### config.mk
export PLATFORM = sky130hd
export DESIGN_NAME = pip_mode_config_registers
export DESIGN_NICKNAME = d
export VERILOG_FILES = /design/src/core/pip_mode_config_registers.v /design/src/core/mem_strobe_polarity.v
export VERILOG_INCLUDE_DIRS = /design/src /design/src/core
export SDC_FILE = /design/constraint.sdc
export NUM_CORES = 1
export LEC_CHECK = 0
export ABC_AREA = 1
export ABC_CLOCK_PERIOD_IN_PS = 3900
export BUFFER_PORTS_ARGS = -buffer_cell sky130_fd_sc_hd__buf_2
export CAP_MARGIN = 20
export CORE_AREA = 4 4 114 116
export DETAILED_ROUTE_END_ITERATION = 8
export DIE_AREA = 0 0 118 120
export GPL_TIMING_DRIVEN = 0
export MAX_ROUTING_LAYER = met4
export PLACE_DENSITY_LB_ADDON = 0.12
export SLEW_MARGIN = 20
export SYNTH_ARGS = -nofsm -noshare
export SYNTH_HDL_FRONTEND = slang
export SYNTH_SLANG_ARGS = --single-unit
### constraint.sdc
create_clock -name CLK_I -period 3.9 [get_ports CLK_I]
set_clock_uncertainty 0.15 [all_clocks]
set_input_delay 0.975 -clock CLK_I [delete_from_list [all_inputs] [get_ports CLK_I]]
set_output_delay 0.975 -clock CLK_I [all_outputs]
set_load 0.005 [all_outputs]
### src/core/pip_cfg_defs.vh
// constants for the picture-in-picture mode configuration registers
`ifndef PIP_CFG_DEFS_VH
`define PIP_CFG_DEFS_VH

// serial subaddresses of the registers this block answers
`define SUB_CMD 8'h83
`define SUB_SYSCFG 8'h84
`define SUB_LAYOUT 8'h85

// reset values of staging and working copies and of the read data
`define SYSCFG_RST 16'h0000
`define LAYOUT_RST 16'h0000
`define RDATA_RST 16'h0000

// system configuration field positions
`define SC_FMEM_EN 0
`define SC_SINGLE 1
`define SC_MAIN 2
`define SC_WIDE 3
`define SC_FAST 4
`define SC_WINDOW_LINE_STANDARD 5
`define SC_KIND_LO 6
`define SC_KIND_HI 7
`define SC_DELAY 8
`define SC_WRPOL 9
`define SC_ENPOL 10
`define SC_RSTPOL 11

// field memory kind codes
`define KIND_FIRST 2'h0
`define KIND_SECOND 2'h1
`define KIND_RSVD 2'h2
`define KIND_OTHER 2'h3

// layout mode field positions
`define LM_NUM_LO 0
`define LM_NUM_HI 3
`define LM_FRAME 4
`define LM_DUAL 5
`define LM_BGD 6
`define LM_SHIFT 7
`define LM_OFS_LO 8
`define LM_OFS_HI 13

// command register: pending flag position
`define CMD_PEND_BIT 7

`endif

### src/core/pip_mode_config_registers.v
// picture-in-picture system configuration and layout mode registers
`include "pip_cfg_defs.vh"

module pip_mode_config_registers #(
  parameter VIDEO_W = 16             // width of the video word passed through
) (
  input wire CLK_I,                  // line-locked clock, 100 MHz
  input wire RESETN_I,               // async reset, active low
  input wire [7:0] SUBADDR_I,        // register subaddress from serial slave
  input wire [15:0] WDATA_I,         // write data word
  input wire WR_I,                   // write strobe, one cycle
  input wire RD_I,                   // read strobe, one cycle
  output reg [15:0] RDATA_O,         // read data, held until next read
  output reg RVALID_O,               // read data valid, one cycle
  output reg CMD_PENDING_O,          // command pending flag
  input wire EXPERT_MODE_I,          // expert mode from layout engine
  input wire [VIDEO_W-1:0] VIDEO_I,  // video word in
  output reg [VIDEO_W-1:0] VIDEO_O,  // video word out, optionally delayed
  input wire WR_STROBE_REQ_I,        // internal memory write request
  input wire FETCH_STROBE_REQ_I,     // internal memory fetch request
  input wire IN_ENABLE_REQ_I,        // internal memory input enable
  input wire OUT_ENABLE_REQ_I,       // internal memory output enable
  input wire WRPTR_RESET_REQ_I,      // internal write pointer reset
  output wire MEM_WRITE_STROBE_O,    // memory write strobe pin
  output wire MEM_FETCH_STROBE_O,    // memory fetch strobe pin
  output wire MEM_INPUT_ENABLE_O,    // memory input enable pin
  output wire MEM_OUTPUT_ENABLE_O,   // memory output enable pin
  output wire MEM_WRPTR_RESET_O,     // memory write pointer reset pin
  output reg FIELD_MEM_CTRL_EN_O,    // field memory control enabled
  output reg SINGLE_CHIP_O,          // single-chip application
  output reg MAIN_ROLE_O,            // main-picture role
  output reg WIDESCREEN_O,           // 16:9 geometry
  output reg FAST_PIXEL_RATE_O,      // 16 MHz output pixel rate
  output reg WINDOW_525_O,           // inset window sized for 525 lines
  output reg [1:0] FIELD_MEM_KIND_O, // field memory kind code
  output reg MEM_KIND_RSVD_O,        // reserved memory kind selected
  output reg OUTPUT_DELAY_O,         // effective one-clock video delay
  output reg [3:0] LAYOUT_NUMBER_O,  // predefined layout number
  output reg FRAME_WRITE_BOTH_O,     // store both fields of each frame
  output reg DUAL_FIELD_BUFFER_O,    // two field buffers in use
  output reg MAIN_BACKGROUND_O,      // main picture shows background
  output reg UPSHIFT_ENABLE_O,       // vertical up-shift enabled
  output reg [5:0] UPSHIFT_LINES_O   // up-shift line count
);

  // staging copies, written by software
  reg [15:0] sys_stage_q;
  reg [15:0] sys_stage_d;
  reg [15:0] lay_stage_q;
  reg [15:0] lay_stage_d;

  // working copies, steer the block
  reg [15:0] sys_work_q;
  reg [15:0] lay_work_q;

  // command sequencing
  reg apply_q;    // command write seen, copy next edge
  reg done_q;     // copy made, outputs follow this edge
  reg pending_d;  // next pending flag

  // decoded settings, combinational
  reg kind_other;    // memory kind is the generic other
  reg main_role;     // working main-picture role
  reg expert_single; // expert mode with one buffer
  reg inset_side;    // inset role or single-chip
  reg [15:0] rdata_d;

  // video delay stage
  reg [VIDEO_W-1:0] video_hold_q;

  // address compare, used for writes and reads alike
  function hit;
    input [7:0] addr;
    input [7:0] want;
    begin
      hit = (addr == want);
    end
  endfunction

  // staging register writes
  // reserved bits (15:12 system, 15:14 layout) are kept as written; software keeps them zero
  always @* begin
    // default: staged words hold their value
    sys_stage_d = sys_stage_q;
    lay_stage_d = lay_stage_q;
    // system configuration write; outputs do not move yet
    if (WR_I && hit(SUBADDR_I, `SUB_SYSCFG)) begin
      sys_stage_d = WDATA_I;
    end
    // layout mode write; also waits for a command
    if (WR_I && hit(SUBADDR_I, `SUB_LAYOUT)) begin
      lay_stage_d = WDATA_I;
    end
  end

  // staging flops
  // read back as written, reserved bits included
  always @(posedge CLK_I or negedge RESETN_I) begin
    if (!RESETN_I) begin
      // staged words clear to zero
      sys_stage_q <= `SYSCFG_RST;
      lay_stage_q <= `LAYOUT_RST;
    end else begin
      sys_stage_q <= sys_stage_d;
      lay_stage_q <= lay_stage_d;
    end
  end

  // command write detection
  // any write to the command subaddress triggers the copy
  always @(posedge CLK_I or negedge RESETN_I) begin
    if (!RESETN_I) begin
      // no command in flight after reset
      apply_q <= 1'b0;
      done_q <= 1'b0;
    end else begin
      // one cycle to copy, one more for the decoded outputs
      apply_q <= WR_I & hit(SUBADDR_I, `SUB_CMD);
      // done marks the edge at which outputs show the copy
      done_q <= apply_q;
    end
  end

  // working copies
  // copy on command
  always @(posedge CLK_I or negedge RESETN_I) begin
    if (!RESETN_I) begin
      // working words start cleared, every feature off
      sys_work_q <= `SYSCFG_RST;
      lay_work_q <= `LAYOUT_RST;
    end else if (apply_q) begin
      // both words copied together so settings never mix
      sys_work_q <= sys_stage_q;
      lay_work_q <= lay_stage_q;
    end
  end

  // pending flag next value
  // a new command with the pending bit written one in the clearing cycle keeps the flag set
  always @* begin
    // default: flag holds
    pending_d = CMD_PENDING_O;
    if (done_q) begin
      pending_d = 1'b0;
    end
    // set by a command with the pending bit written one
    if (WR_I && hit(SUBADDR_I, `SUB_CMD) && WDATA_I[`CMD_PEND_BIT]) begin
      pending_d = 1'b1;
    end
  end

  // pending flag flop
  always @(posedge CLK_I or negedge RESETN_I) begin
    if (!RESETN_I) begin
      CMD_PENDING_O <= 1'b0;
    end else begin
      // flag also reads back through the command subaddress
      CMD_PENDING_O <= pending_d;
    end
  end

  // read mux
  // unmapped subaddresses read as zero
  always @* begin
    rdata_d = `RDATA_RST;
    if (hit(SUBADDR_I, `SUB_SYSCFG)) begin
      rdata_d = sys_stage_q;
    end else if (hit(SUBADDR_I, `SUB_LAYOUT)) begin
      // layout word, last value written
      rdata_d = lay_stage_q;
    end else if (hit(SUBADDR_I, `SUB_CMD)) begin
      // command register shows only the pending flag
      rdata_d[`CMD_PEND_BIT] = CMD_PENDING_O;
    end
  end

  // read answer flops, data held between reads
  always @(posedge CLK_I or negedge RESETN_I) begin
    if (!RESETN_I) begin
      RDATA_O <= `RDATA_RST;
      RVALID_O <= 1'b0;
    end else begin
      // valid is a single-cycle echo of the read strobe
      RVALID_O <= RD_I;
      if (RD_I) begin
        // data stands until the next read, so a slow master can take it late
        RDATA_O <= rdata_d;
      end
    end
  end

  // decode helpers from working copies
  always @* begin
    kind_other = (sys_work_q[`SC_KIND_HI:`SC_KIND_LO] == `KIND_OTHER);
    // role gates every main-only layout field
    main_role = sys_work_q[`SC_MAIN];
    // expert mode input is on this clock, no synchroniser needed
    expert_single = EXPERT_MODE_I & ~lay_work_q[`LM_DUAL];
    // single-chip parts write inset pictures too
    inset_side = ~main_role | sys_work_q[`SC_SINGLE];
  end

  // system configuration outputs
  // registered so every pin comes straight from a flop
  always @(posedge CLK_I or negedge RESETN_I) begin
    if (!RESETN_I) begin
      // all features off until the first command
      FIELD_MEM_CTRL_EN_O <= 1'b0;
      SINGLE_CHIP_O <= 1'b0;
      MAIN_ROLE_O <= 1'b0;
      WIDESCREEN_O <= 1'b0;
      FAST_PIXEL_RATE_O <= 1'b0;
      WINDOW_525_O <= 1'b0;
      FIELD_MEM_KIND_O <= `KIND_FIRST;
      MEM_KIND_RSVD_O <= 1'b0;
      OUTPUT_DELAY_O <= 1'b0;
    end else begin
      FIELD_MEM_CTRL_EN_O <= sys_work_q[`SC_FMEM_EN];
      SINGLE_CHIP_O <= sys_work_q[`SC_SINGLE];
      MAIN_ROLE_O <= main_role;
      WIDESCREEN_O <= sys_work_q[`SC_WIDE];
      FAST_PIXEL_RATE_O <= sys_work_q[`SC_FAST];
      WINDOW_525_O <= sys_work_q[`SC_WINDOW_LINE_STANDARD];
      FIELD_MEM_KIND_O <= sys_work_q[`SC_KIND_HI:`SC_KIND_LO];
      // reserved code only flagged; nothing else reacts to it
      MEM_KIND_RSVD_O <= (sys_work_q[`SC_KIND_HI:`SC_KIND_LO] == `KIND_RSVD);
      OUTPUT_DELAY_O <= kind_other & sys_work_q[`SC_DELAY];
    end
  end

  // layout mode outputs
  always @(posedge CLK_I or negedge RESETN_I) begin
    if (!RESETN_I) begin
      // layout zero, no shift, no background
      LAYOUT_NUMBER_O <= 4'h0;
      FRAME_WRITE_BOTH_O <= 1'b0;
      DUAL_FIELD_BUFFER_O <= 1'b0;
      MAIN_BACKGROUND_O <= 1'b0;
      UPSHIFT_ENABLE_O <= 1'b0;
      UPSHIFT_LINES_O <= 6'h00;
    end else begin
      LAYOUT_NUMBER_O <= lay_work_q[`LM_NUM_HI:`LM_NUM_LO];
      FRAME_WRITE_BOTH_O <= expert_single & inset_side & lay_work_q[`LM_FRAME];
      DUAL_FIELD_BUFFER_O <= EXPERT_MODE_I & lay_work_q[`LM_DUAL];
      MAIN_BACKGROUND_O <= main_role & EXPERT_MODE_I & lay_work_q[`LM_BGD];
      UPSHIFT_ENABLE_O <= main_role & lay_work_q[`LM_SHIFT];
      if (main_role && lay_work_q[`LM_SHIFT]) begin
        UPSHIFT_LINES_O <= lay_work_q[`LM_OFS_HI:`LM_OFS_LO];
      end else begin
        // forced to zero so a stale offset never leaks out
        UPSHIFT_LINES_O <= 6'h00;
      end
    end
  end

  // video path: one flop always, a second when delay is on
  // the delay follows the registered setting, so it flips with the outputs
  always @(posedge CLK_I or negedge RESETN_I) begin
    if (!RESETN_I) begin
      video_hold_q <= {VIDEO_W{1'b0}};
      VIDEO_O <= {VIDEO_W{1'b0}};
    end else begin
      // hold stage always runs, so turning the delay on loses no word
      video_hold_q <= VIDEO_I;
      if (OUTPUT_DELAY_O) begin
        // one extra clock for memories that need it
        VIDEO_O <= video_hold_q;
      end else begin
        // no delay: straight through one flop
        VIDEO_O <= VIDEO_I;
      end
    end
  end

  // strobe polarity stage; inversion only honoured for kind 11
  // write and fetch polarity
  // pointer reset polarity
  // pins come from flops inside the stage, one cycle after the request
  mem_strobe_polarity u_strobes (
    .clk_i(CLK_I),
    .resetn_i(RESETN_I),
    .enable_i(FIELD_MEM_CTRL_EN_O),
    .inv_wr_fetch_i(kind_other & sys_work_q[`SC_WRPOL]),
    .inv_in_out_i(kind_other & sys_work_q[`SC_ENPOL]),
    .inv_wrptr_i(kind_other & sys_work_q[`SC_RSTPOL]),
    .write_strobe_i(WR_STROBE_REQ_I),
    .fetch_strobe_i(FETCH_STROBE_REQ_I),
    .input_enable_i(IN_ENABLE_REQ_I),
    .output_enable_i(OUT_ENABLE_REQ_I),
    .wrptr_reset_i(WRPTR_RESET_REQ_I),
    .write_strobe_o(MEM_WRITE_STROBE_O),
    .fetch_strobe_o(MEM_FETCH_STROBE_O),
    .input_enable_o(MEM_INPUT_ENABLE_O),
    .output_enable_o(MEM_OUTPUT_ENABLE_O),
    .wrptr_reset_o(MEM_WRPTR_RESET_O)
  );

endmodule // pip_mode_config_registers

### src/core/mem_strobe_polarity.v
// registered polarity stage for the external field memory strobes
module mem_strobe_polarity (
  input wire clk_i,                 // line-locked clock
  input wire resetn_i,              // async reset, active low
  input wire enable_i,              // field memory control enabled
  input wire inv_wr_fetch_i,        // write/fetch strobes active low
  input wire inv_in_out_i,          // input/output enables active low
  input wire inv_wrptr_i,           // write pointer reset active low
  input wire write_strobe_i,        // internal write request, high active
  input wire fetch_strobe_i,        // internal fetch request, high active
  input wire input_enable_i,        // internal input enable, high active
  input wire output_enable_i,       // internal output enable, high active
  input wire wrptr_reset_i,         // internal pointer reset, high active
  output reg write_strobe_o,        // memory write strobe pin level
  output reg fetch_strobe_o,        // memory fetch strobe pin level
  output reg input_enable_o,        // memory input enable pin level
  output reg output_enable_o,       // memory output enable pin level
  output reg wrptr_reset_o          // memory write pointer reset pin level
);

  // pin level: request gated by enable, then flipped by polarity
  // a disabled controller parks every strobe at its idle level
  always @(posedge clk_i or negedge resetn_i) begin
    if (!resetn_i) begin
      write_strobe_o <= 1'b0;
      fetch_strobe_o <= 1'b0;
      input_enable_o <= 1'b0;
      output_enable_o <= 1'b0;
      wrptr_reset_o <= 1'b0;
    end else begin
      write_strobe_o <= (enable_i & write_strobe_i) ^ inv_wr_fetch_i;
      fetch_strobe_o <= (enable_i & fetch_strobe_i) ^ inv_wr_fetch_i;
      input_enable_o <= (enable_i & input_enable_i) ^ inv_in_out_i;
      output_enable_o <= (enable_i & output_enable_i) ^ inv_in_out_i;
      wrptr_reset_o <= (enable_i & wrptr_reset_i) ^ inv_wrptr_i;
    end
  end

endmodule // mem_strobe_polarity

==> results, run 1 <==
- When the netlist entered floorplanning its net count stood at 517.
- The synthesized design devotes to its leading area cell type 65.40% of total area.
- The power density over the cells is 493.1 nW/µm².
- Using the TritonRoute via totals, the vias-per-cell ratio works out to 4.705.
- The launch instance of the worst min-delay path is sys_work_q[1]$_DFFE_PN0P_.
- The flip-flop and latch count after synthesis is 139.
- The clock tree from TritonCTS is done.
- Setup violations remaining at the end of the flow were counted as 0.
- The measured slew at the worst slew-check pin is 0.5366 ns.
- The share of cell area taken by muxes after synthesis is 4.658%.
- After synthesis, the largest family of logic cells by area is simple AND/OR/NAND/NOR gates.
- In this run the worst hold path is classified as flip-flop to flip-flop.
- The clock transition at the register clock pins on the worst setup and hold paths after CTS is 0.06 ns.
- Summing all non-filler instances in the final layout gives an area of 6713 µm².
- Summing all multi-input logic gate instances after layout gives 1503 µm².
- Summing over every cut layer, the via total after detailed routing is 3,571.
- Post-CTS repair changed the size of 0 cells.
- The worst-case IR drop observed on VDD is 284.5 µV.
- The ratio of cells with drive above 1 in the final layout is 38.07%.
- Data on the critical path is required at its endpoint by 2.77 ns.
- Once the floorplan was initialized, standard cells occupied 44.65% of the core.
- The tree is rooted in a clkbuf_16.
- The post-synthesis async set-or-reset flop share is 100.0%.
- Derived from the worst setup path, the maximum achievable clock frequency is 0.4721 GHz.
- The average routed wire per standard cell is 15.20 µm.
- The register area is 3478 µm².
- The chip width is 118 µm.
- Relative to the synthesized area, the layout overhead comes to 26.21%.
- The number of I/O port buffers is 112.
- The synthesized cell area is 5319 µm².
- The via count of the first global-routing pass is 3,657.
- The clock passes through at most 2 buffers.
- In this run the count of I/O pins placed on the die edge is 113.
- The maximum cell stage delay along the critical path is 0.43 ns.
- Of the total synthesized cell area, the portion taken by full adders, half adders and majority gates is 0%.
- The pin count of the biggest net entering global routing is 71.
- The floorplan step defined a die boundary enclosing 14,160 µm².
- The total half-perimeter wirelength after legalization and detailed placement is 8038 µm.
- Of the available clock period, the critical path in the final layout requires 54.31%.
- After clock tree synthesis, the setup repair step added 0 buffers.
- Before antenna repair, the detailed router went through 4 iterations.
- The critical path goes through buf_2.
- Together, buffers and inverters on the worst path number 1.
- The DRC violation count after routing is 0.
- The shortest period the worst path allows is 2.118 ns.
- Counting the buffers created by CTS gives 17.
- Once detail routing completed, the nets flagged for antenna violations numbered 0.
- The wire length of the first global-routing pass is 18,780 µm.
- The hold-fix buffer count after cts is 0.
- The cell row count is 40.
- The number of violations of the max-capacitance limit is 0.
- The worst setup path is of the flip-flop to output port kind.
- After synthesis, the mean cell area works out to 11.39 µm².
- The overall fraction of global-route tracks in use is 17.73%.
- In this run the tightest slew margin relative to its limit is 64.23%.
- Among all stages on the critical path, the largest delay is contributed by dfrtp_1.
- The total count of max-transition violations in the final report is 0.
- The largest total area in the synthesized netlist belongs to dfrtp_1.
- The analysis attributes to cell leakage a power of 0.003539 µW.
- The number of nets in the layout is 649.
- Summing the areas of all and, or, nand and nor instances in the mapped netlist gives 14.96% of the synthesized area.
- For this block, the initial DRC count from the detailed router was 214.
- After Yosys synthesis, XOR and XNOR cells account for 0.8233% of the synthesized area.
- The cell type group with the largest total delay on the critical path is flip-flops.
- The arrival time at the worst endpoint is 0.99 ns.
- From bottom edge to top edge, the die measures 120 µm.
- The worst setup path is launched from a flip-flop.
- The weighted congestion at the end of routability-driven global placement is 0.8027.
- Setup repair after global routing left no endpoint under its margin.
- The final antenna diode count is 0.
- The total cell area at the placement stage is 6101 µm².
- Across all setup checks in the final design, the least slack found is 1.782 ns.
- The count of unique library cells instantiated by Yosys is 23.
- The startpoint identified for the worst register-to-register timing path is apply_q$_DFF_PN0_.
- The region available for standard cell placement spans 11,910 µm².
- Yosys mapped a number of flops with a built-in enable equal to 0.
- Counting every sink on the clock net gives 139.
- The critical path launch point is FIELD_MEM_CTRL_EN_O$_DFF_PN0_.
- The number of endpoints with negative hold slack in the final report is 0.
- The share of the Yosys chip area taken by registers is 65.40%.
- The kind of end point of the critical path is an output port.
- The worst hold slack across all endpoints is 0.2203 ns.
- The worst slack after detailed placement is 1.606 ns.
- The filler cells instantiated in the layout total 1,097.
- The number of standard cells after synthesis is 467.
- The insertion delay of the later-clocked pin in the worst-skew pair is 0.42 ns.
- Of all nets on the critical path, the largest fanout is 6.
- The flow ran to the end, and the final reports show no timing, DRC or antenna violations.
- The synthesized netlist devotes 7.810% of its cell area to compound gates.
- The total length of routed wires is 11,540 µm.
- The H-tree level count is 4.
- The Yosys step of the flow raised 0 warnings.
- At the end of the flow the core is filled with cells to 56.36%.
- The remaining global-route overflow is 0.
- Ranked by total cell area, the synthesized netlist is headed by dfrtp_1 65%, nand2_1 7.4%, mux2_2 4.7%, o21ai_2 4.6%, inv_1 3.2%.
- The initial antenna violation count is 0.
- In the synthesized netlist the dominant register cell turns out to be dfrtp_1.
layout by cell type, fill, tap and decap left out, types with 2 or more instances in the layout:
cell type / Yosys / routed
nand2_1: 105 / 105
a21oi_1: 9 / 9
o21ai_2: 28 / 28
dfrtp_1: 139 / 139
o21ai_1: 9 / 9
clkbuf_16: 0 / 17
clkinvlp_4: 0 / 4
clkbuf_8: 0 / 3
nand3_1: 27 / 27
nor2_1: 19 / 19
nand2_4: 3 / 3
mux2_2: 22 / 22
o21ai_0: 16 / 16
clkinv_2: 0 / 5
buf_2: 6 / 117
inv_1: 45 / 45
buf_1: 2 / 2
xor2_1: 4 / 4
nor2_8: 2 / 2
clkbuf_1: 2 / 2
inv_2: 3 / 3
nand3_4: 2 / 2
buf_6: 10 / 10
nand2_2: 11 / 11
bufinv_16: 0 / 3
where the power goes:
part           switching (µW)  internal [µW]  total [µW]
Sequential               26.4           1490        1520
Clock                     585           1050        1630
Combinational            94.2           64.4         159
Total                     705           2610        3310
through the flow:
stage,cells,TNS [ns],power [µW]
CTS,759,0,3355
global route,759,0,3442
finish,759,0,3310
detailed placement,727,0,1707
global placement,726,-16.73,1697
floorplan,467,0,1606
state kept, by name (all words and copies together) (netlist names), 2 cells and up:
name	flops
FIELD_MEM_KIND_O	2
LAYOUT_NUMBER_O	4
RDATA_O	16
UPSHIFT_LINES_O	6
VIDEO_O	16
lay_stage_q	16
lay_work_q	14
sys_stage_q	16
sys_work_q	12
video_hold_q	16
worst paths after layout:
check                      slack [ns]  cells past startpoint                    endpoint
setup / recovery                 1.78                      1         FIELD_MEM_CTRL_EN_O
max in group asynchronous        2.53                      2        VIDEO_O[5]$_DFF_PN0_
setup reg to reg                 2.43                      4  sys_work_q[11]$_DFFE_PN0P_
hold reg to reg                  0.22                      0     SINGLE_CHIP_O$_DFF_PN0_
min in group asynchronous        0.34                      1   video_hold_q[3]$_DFF_PN0_
hold / removal                   0.22                      0     SINGLE_CHIP_O$_DFF_PN0_
cells in the mapped netlist (3+ instances only):
cell,count
buf_2,6
xor2_1,4
o21ai_1,9
nand2_4,3
nand2_2,11
o21ai_2,28
buf_6,10
nand3_1,27
inv_1,45
a21oi_1,9
nand2_1,105
o21ai_0,16
mux2_2,22
nor2_1,19
dfrtp_1,139
inv_2,3
logic make-up after synthesis:
family / count (synthesis)
compound gates: 62
simple gates: 171
mux: 22
flops: 139
buf+inv: 68
xor+xnor: 5
per-layer routing:
metal  track usage (%)  vias to the layer above  part of all wire (%)
li1                  -                     1750                     -
met1             22.14                     1704                    45
met2             27.31                      104                    48
met3             5.514                       13                   5.5
met4             6.813                        0                   1.5
met5                 -                        -                     0
layout make-up:
type / count / share of cell area [%]
sequential: 139 / 51.82
tap: 147 / 2.740
timing repair buffer: 113 / 8.910
buffer: 20 / 2.349
inverter: 48 / 2.684
clock buffer: 20 / 6.952
clock inverter: 12 / 2.162
multi-input combinational: 260 / 22.39
No activity file was read; power rests on OpenSTA's default activity.
==> run 2, diff against run 1 <==
--- a/config.mk
+++ b/config.mk
@@ -7,7 +7,7 @@
 export NUM_CORES = 1
 export LEC_CHECK = 0
 export ABC_AREA = 1
-export ABC_CLOCK_PERIOD_IN_PS = 3900
+export ABC_CLOCK_PERIOD_IN_PS = 2100
 export BUFFER_PORTS_ARGS = -buffer_cell sky130_fd_sc_hd__buf_2
 export CAP_MARGIN = 20
 export CORE_AREA = 4 4 114 116
==> constraint.sdc (replaced) <==
create_clock -name CLK_I -period 2.1 [get_ports CLK_I]
set_clock_uncertainty 0.15 [all_clocks]
set_input_delay 0.525 -clock CLK_I [delete_from_list [all_inputs] [get_ports CLK_I]]
set_output_delay 0.525 -clock CLK_I [all_outputs]
set_load 0.005 [all_outputs]
==> results, run 2 (same netlist as run 1, synthesis figures left out) <==
- The via count of the first global-routing pass came to 3,662 (was 3,657).
- The path type of the worst setup path is flip-flop to output port (unchanged).
- The total of endpoints with negative setup slack in the final report came to 0 (unchanged).
- The total via count in the routed design is 3,561 (was 3,571).
- The initial antenna violation count was 0 (unchanged).
- The most common cell after layout, fill and taps aside is dfrtp_1 (unchanged).
- The insertion delay of the later-clocked pin in the worst-skew pair is 0.42 ns (about the same).
- The class of the tightest hold or removal check is primary input to flip-flop (was flip-flop to flip-flop).
- The arrival time at the worst endpoint was 0.99 ns (about the same).
- The number of buffer and inverter instances along the worst setup path came to 1 (unchanged).
- The H-tree level count was 4 (unchanged).
- The cell type group with the largest total delay on the critical path is flip-flops (unchanged).
- The number of violations of the max-capacitance limit is 0 (unchanged).
- The category of the worst setup path launch point is a flip-flop (unchanged).
- The number of nets in the layout came to 650 (was 649).
- The first-pass iteration count of the detailed router came to 4 (unchanged).
- The synthesis-to-finish area growth is 26.39% (was 26.21%).
- Unrepaired setup endpoints after global routing: no (unchanged).
- The slack of the worst reg-to-reg path is 0.63 ns (was 2.43 ns).
- The pin count of the biggest net entering global routing is 71 (unchanged).
- The average vias per placed instance is 4.686 (was 4.705).
- The depth of the worst hold-timing path is 1 (was 0).
- Most frequent cells in the layout: 139 x dfrtp_1, 117 x buf_2, 105 x nand2_1, 45 x inv_1, 28 x o21ai_2 (unchanged).
- The final antenna diode count is 0 (unchanged).
- Outcome: finished, final reports clean (unchanged).
- The number of violations reported at the end of detailed-routing iteration 0 is 241 (was 214).
- The residual antenna-violating net count after detailed routing was 0 (unchanged).
- The length in cells of the worst reg-to-reg path is 4 (unchanged).
- The maximum cell stage delay along the critical path was 0.43 ns (about the same).
- The library cell contributing the largest single delay on the critical path is dfrtp_1 (unchanged).
- The overall fraction of global-route tracks in use is 17.77% (was 17.73%).
- The static power due to leakage was 0.003543 µW (was 0.003539 µW).
- The endpoint of the worst hold path is RVALID_O$_DFF_PN0_ (was SINGLE_CHIP_O$_DFF_PN0_).
- The clock transition at the register clock pins on the worst setup and hold paths after CTS is 0.06 ns (about the same).
- The origin of the critical flop-to-flop path is apply_q$_DFF_PN0_ (unchanged).
- The headroom to the max-slew limit came to 64.66% (was 64.23%).
- The die outline height came to 120 µm (unchanged).
- The root cell of the clock tree is clkbuf_16 (unchanged).
- The measured slew at the worst slew-check pin was 0.5300 ns (was 0.5366 ns).
- The average routed wire per standard cell is 15.19 µm (was 15.20 µm).
- The biggest fanout along the worst timing path is 6 (unchanged).
- The number of sinks handled by clock tree synthesis is 139 (unchanged).
- The wire length of the first global-routing pass is 18,820 µm (was 18,780 µm).
- The multi-input gate area in the final layout was 1503 µm² (unchanged).
- The remaining global-route overflow is 0 (unchanged).
- The cell row count is 40 (unchanged).
- The post-layout worst setup margin is 0.4305 ns (was 1.782 ns).
- The launch instance of the worst min-delay path was RD_I (was sys_work_q[1]$_DFFE_PN0P_).
- The total length of routed wires is 11,550 µm (was 11,540 µm).
- The cell count after placement is 727 (unchanged).
- The count of boundary I/O pins is 113 (unchanged).
- The peak supply drop came to 531.5 µV (was 284.5 µV).
- The shortest period the worst path allows is 1.670 ns.
- The post-route setup TNS was 0 ns (unchanged).
- The final standard cell count with taps included and fillers excluded is 760 (was 759).
- The chip width was 118 µm (unchanged).
- The number of fillers in the final layout came to 1,096 (was 1,097).
- The required time at the worst-slack endpoint is 1.42 ns (was 2.77 ns).
- The weighted congestion at the end of routability-driven global placement was 0.8027 (unchanged).
- The area of the die was 14,160 µm² (unchanged).
- The DRC violation count after routing was 0 (unchanged).
- The number of endpoints with negative hold slack in the final report is 0 (unchanged).
- The end of the worst register-to-register path is lay_work_q[5]$_DFFE_PN0P_ (was sys_work_q[11]$_DFFE_PN0P_).
- The placeable core region was 11,910 µm² (unchanged).
- The ratio of cells with drive above 1 in the final layout is 38.01% (was 38.07%).
- The register area was 3478 µm² (unchanged).
- The power density over the cells is 914.8 nW/µm² (was 493.1 nW/µm²).
- The maximum clock path buffer count is 2 (unchanged).
- The number of clock buffers inserted by TritonCTS came to 17 (unchanged).
- The total half-perimeter wirelength after legalization and detailed placement was 8038 µm (unchanged).
- The worst slack after detailed placement is 0.2555 ns (was 1.606 ns).
- The number of I/O port buffers is 112 (unchanged).
- The kind of end point of the critical path is an output port (unchanged).
- The total count of max-transition violations in the final report is 0 (unchanged).
- The top achievable clock speed is 0.5990 GHz.
- Critical-path cell list: buf_2 (unchanged).
- The worst path uses 79.50% of the clock period.
- The final standard cell utilization of the core is 56.44% (was 56.36%).
- The clock tree from TritonCTS is done (unchanged).
- The starting utilization of the core area is 44.65% (unchanged).
-- run 2: worst max-delay path by stage --
stage	start	endpoint	slack [ns]	depth (start not counted)
final	FIELD_MEM_CTRL_EN_O$_DFF_PN0_	FIELD_MEM_CTRL_EN_O	0.43	1
after global routing	FIELD_MEM_CTRL_EN_O$_DFF_PN0_	FIELD_MEM_CTRL_EN_O	0.39	1
after global placement	RESETN_I	RDATA_O[7]$_DFFE_PN0P_	-1.48	1
after detailed placement	RD_I	RDATA_O[14]$_DFFE_PN0P_	0.26	6
after CTS	FIELD_MEM_CTRL_EN_O$_DFF_PN0_	FIELD_MEM_CTRL_EN_O	0.40	1
after floorplan	SUBADDR_I[6]	sys_stage_q[1]$_DFFE_PN0P_	0.56	8
-- run 2: final cells by class --
| type | count | share of cell area [%] |
|---|---|---|
| Timing Repair Buffer | 114 | 9.045 |
| Multi-Input combinational cell | 260 | 22.35 |
| Clock buffer | 20 | 6.942 |
| Tap cell | 147 | 2.736 |
| Clock inverter | 12 | 2.159 |
| Inverter | 48 | 2.680 |
| Sequential cell | 139 | 51.74 |
| Buffer | 20 | 2.345 |
-- run 2: what timing repair did --
item,CTS,global route
buffers inserted,0,0
resized for setup,0,0
hold buffers,1,0
endpoints found under the hold margin,69,0
-- run 2: per-layer routing --
metal,routed length [µm],GRT usage [%],up-vias
met3,685,5.467,13
met1,5208,22.20,1688
met4,180,6.813,0
li1,-,-,1750
met2,5471,27.38,110
met5,0,-,-
-- run 2: through the flow --
stage,instance area [µm²],power [µW],hold slack [ns]
6_report,6723,6150,0.07374
5_1_grt,6723,6394,0.05914
4_1_cts,6723,6233,0.05600
3_5_place_dp,6101,3170,0.2104
3_3_place_gp,6063,3151,0.2103
2_1_floorplan,5319,2983,0.07941
-- run 2: report_power, final --
part / internal [µW] / switching [µW] / total, µW / leakage [µW]
logic: 121 / 176 / 297 / 0.00140
registers: 2770 / 48.8 / 2820 / 0.00185
clock network: 1950 / 1090 / 3030 / 0.000294
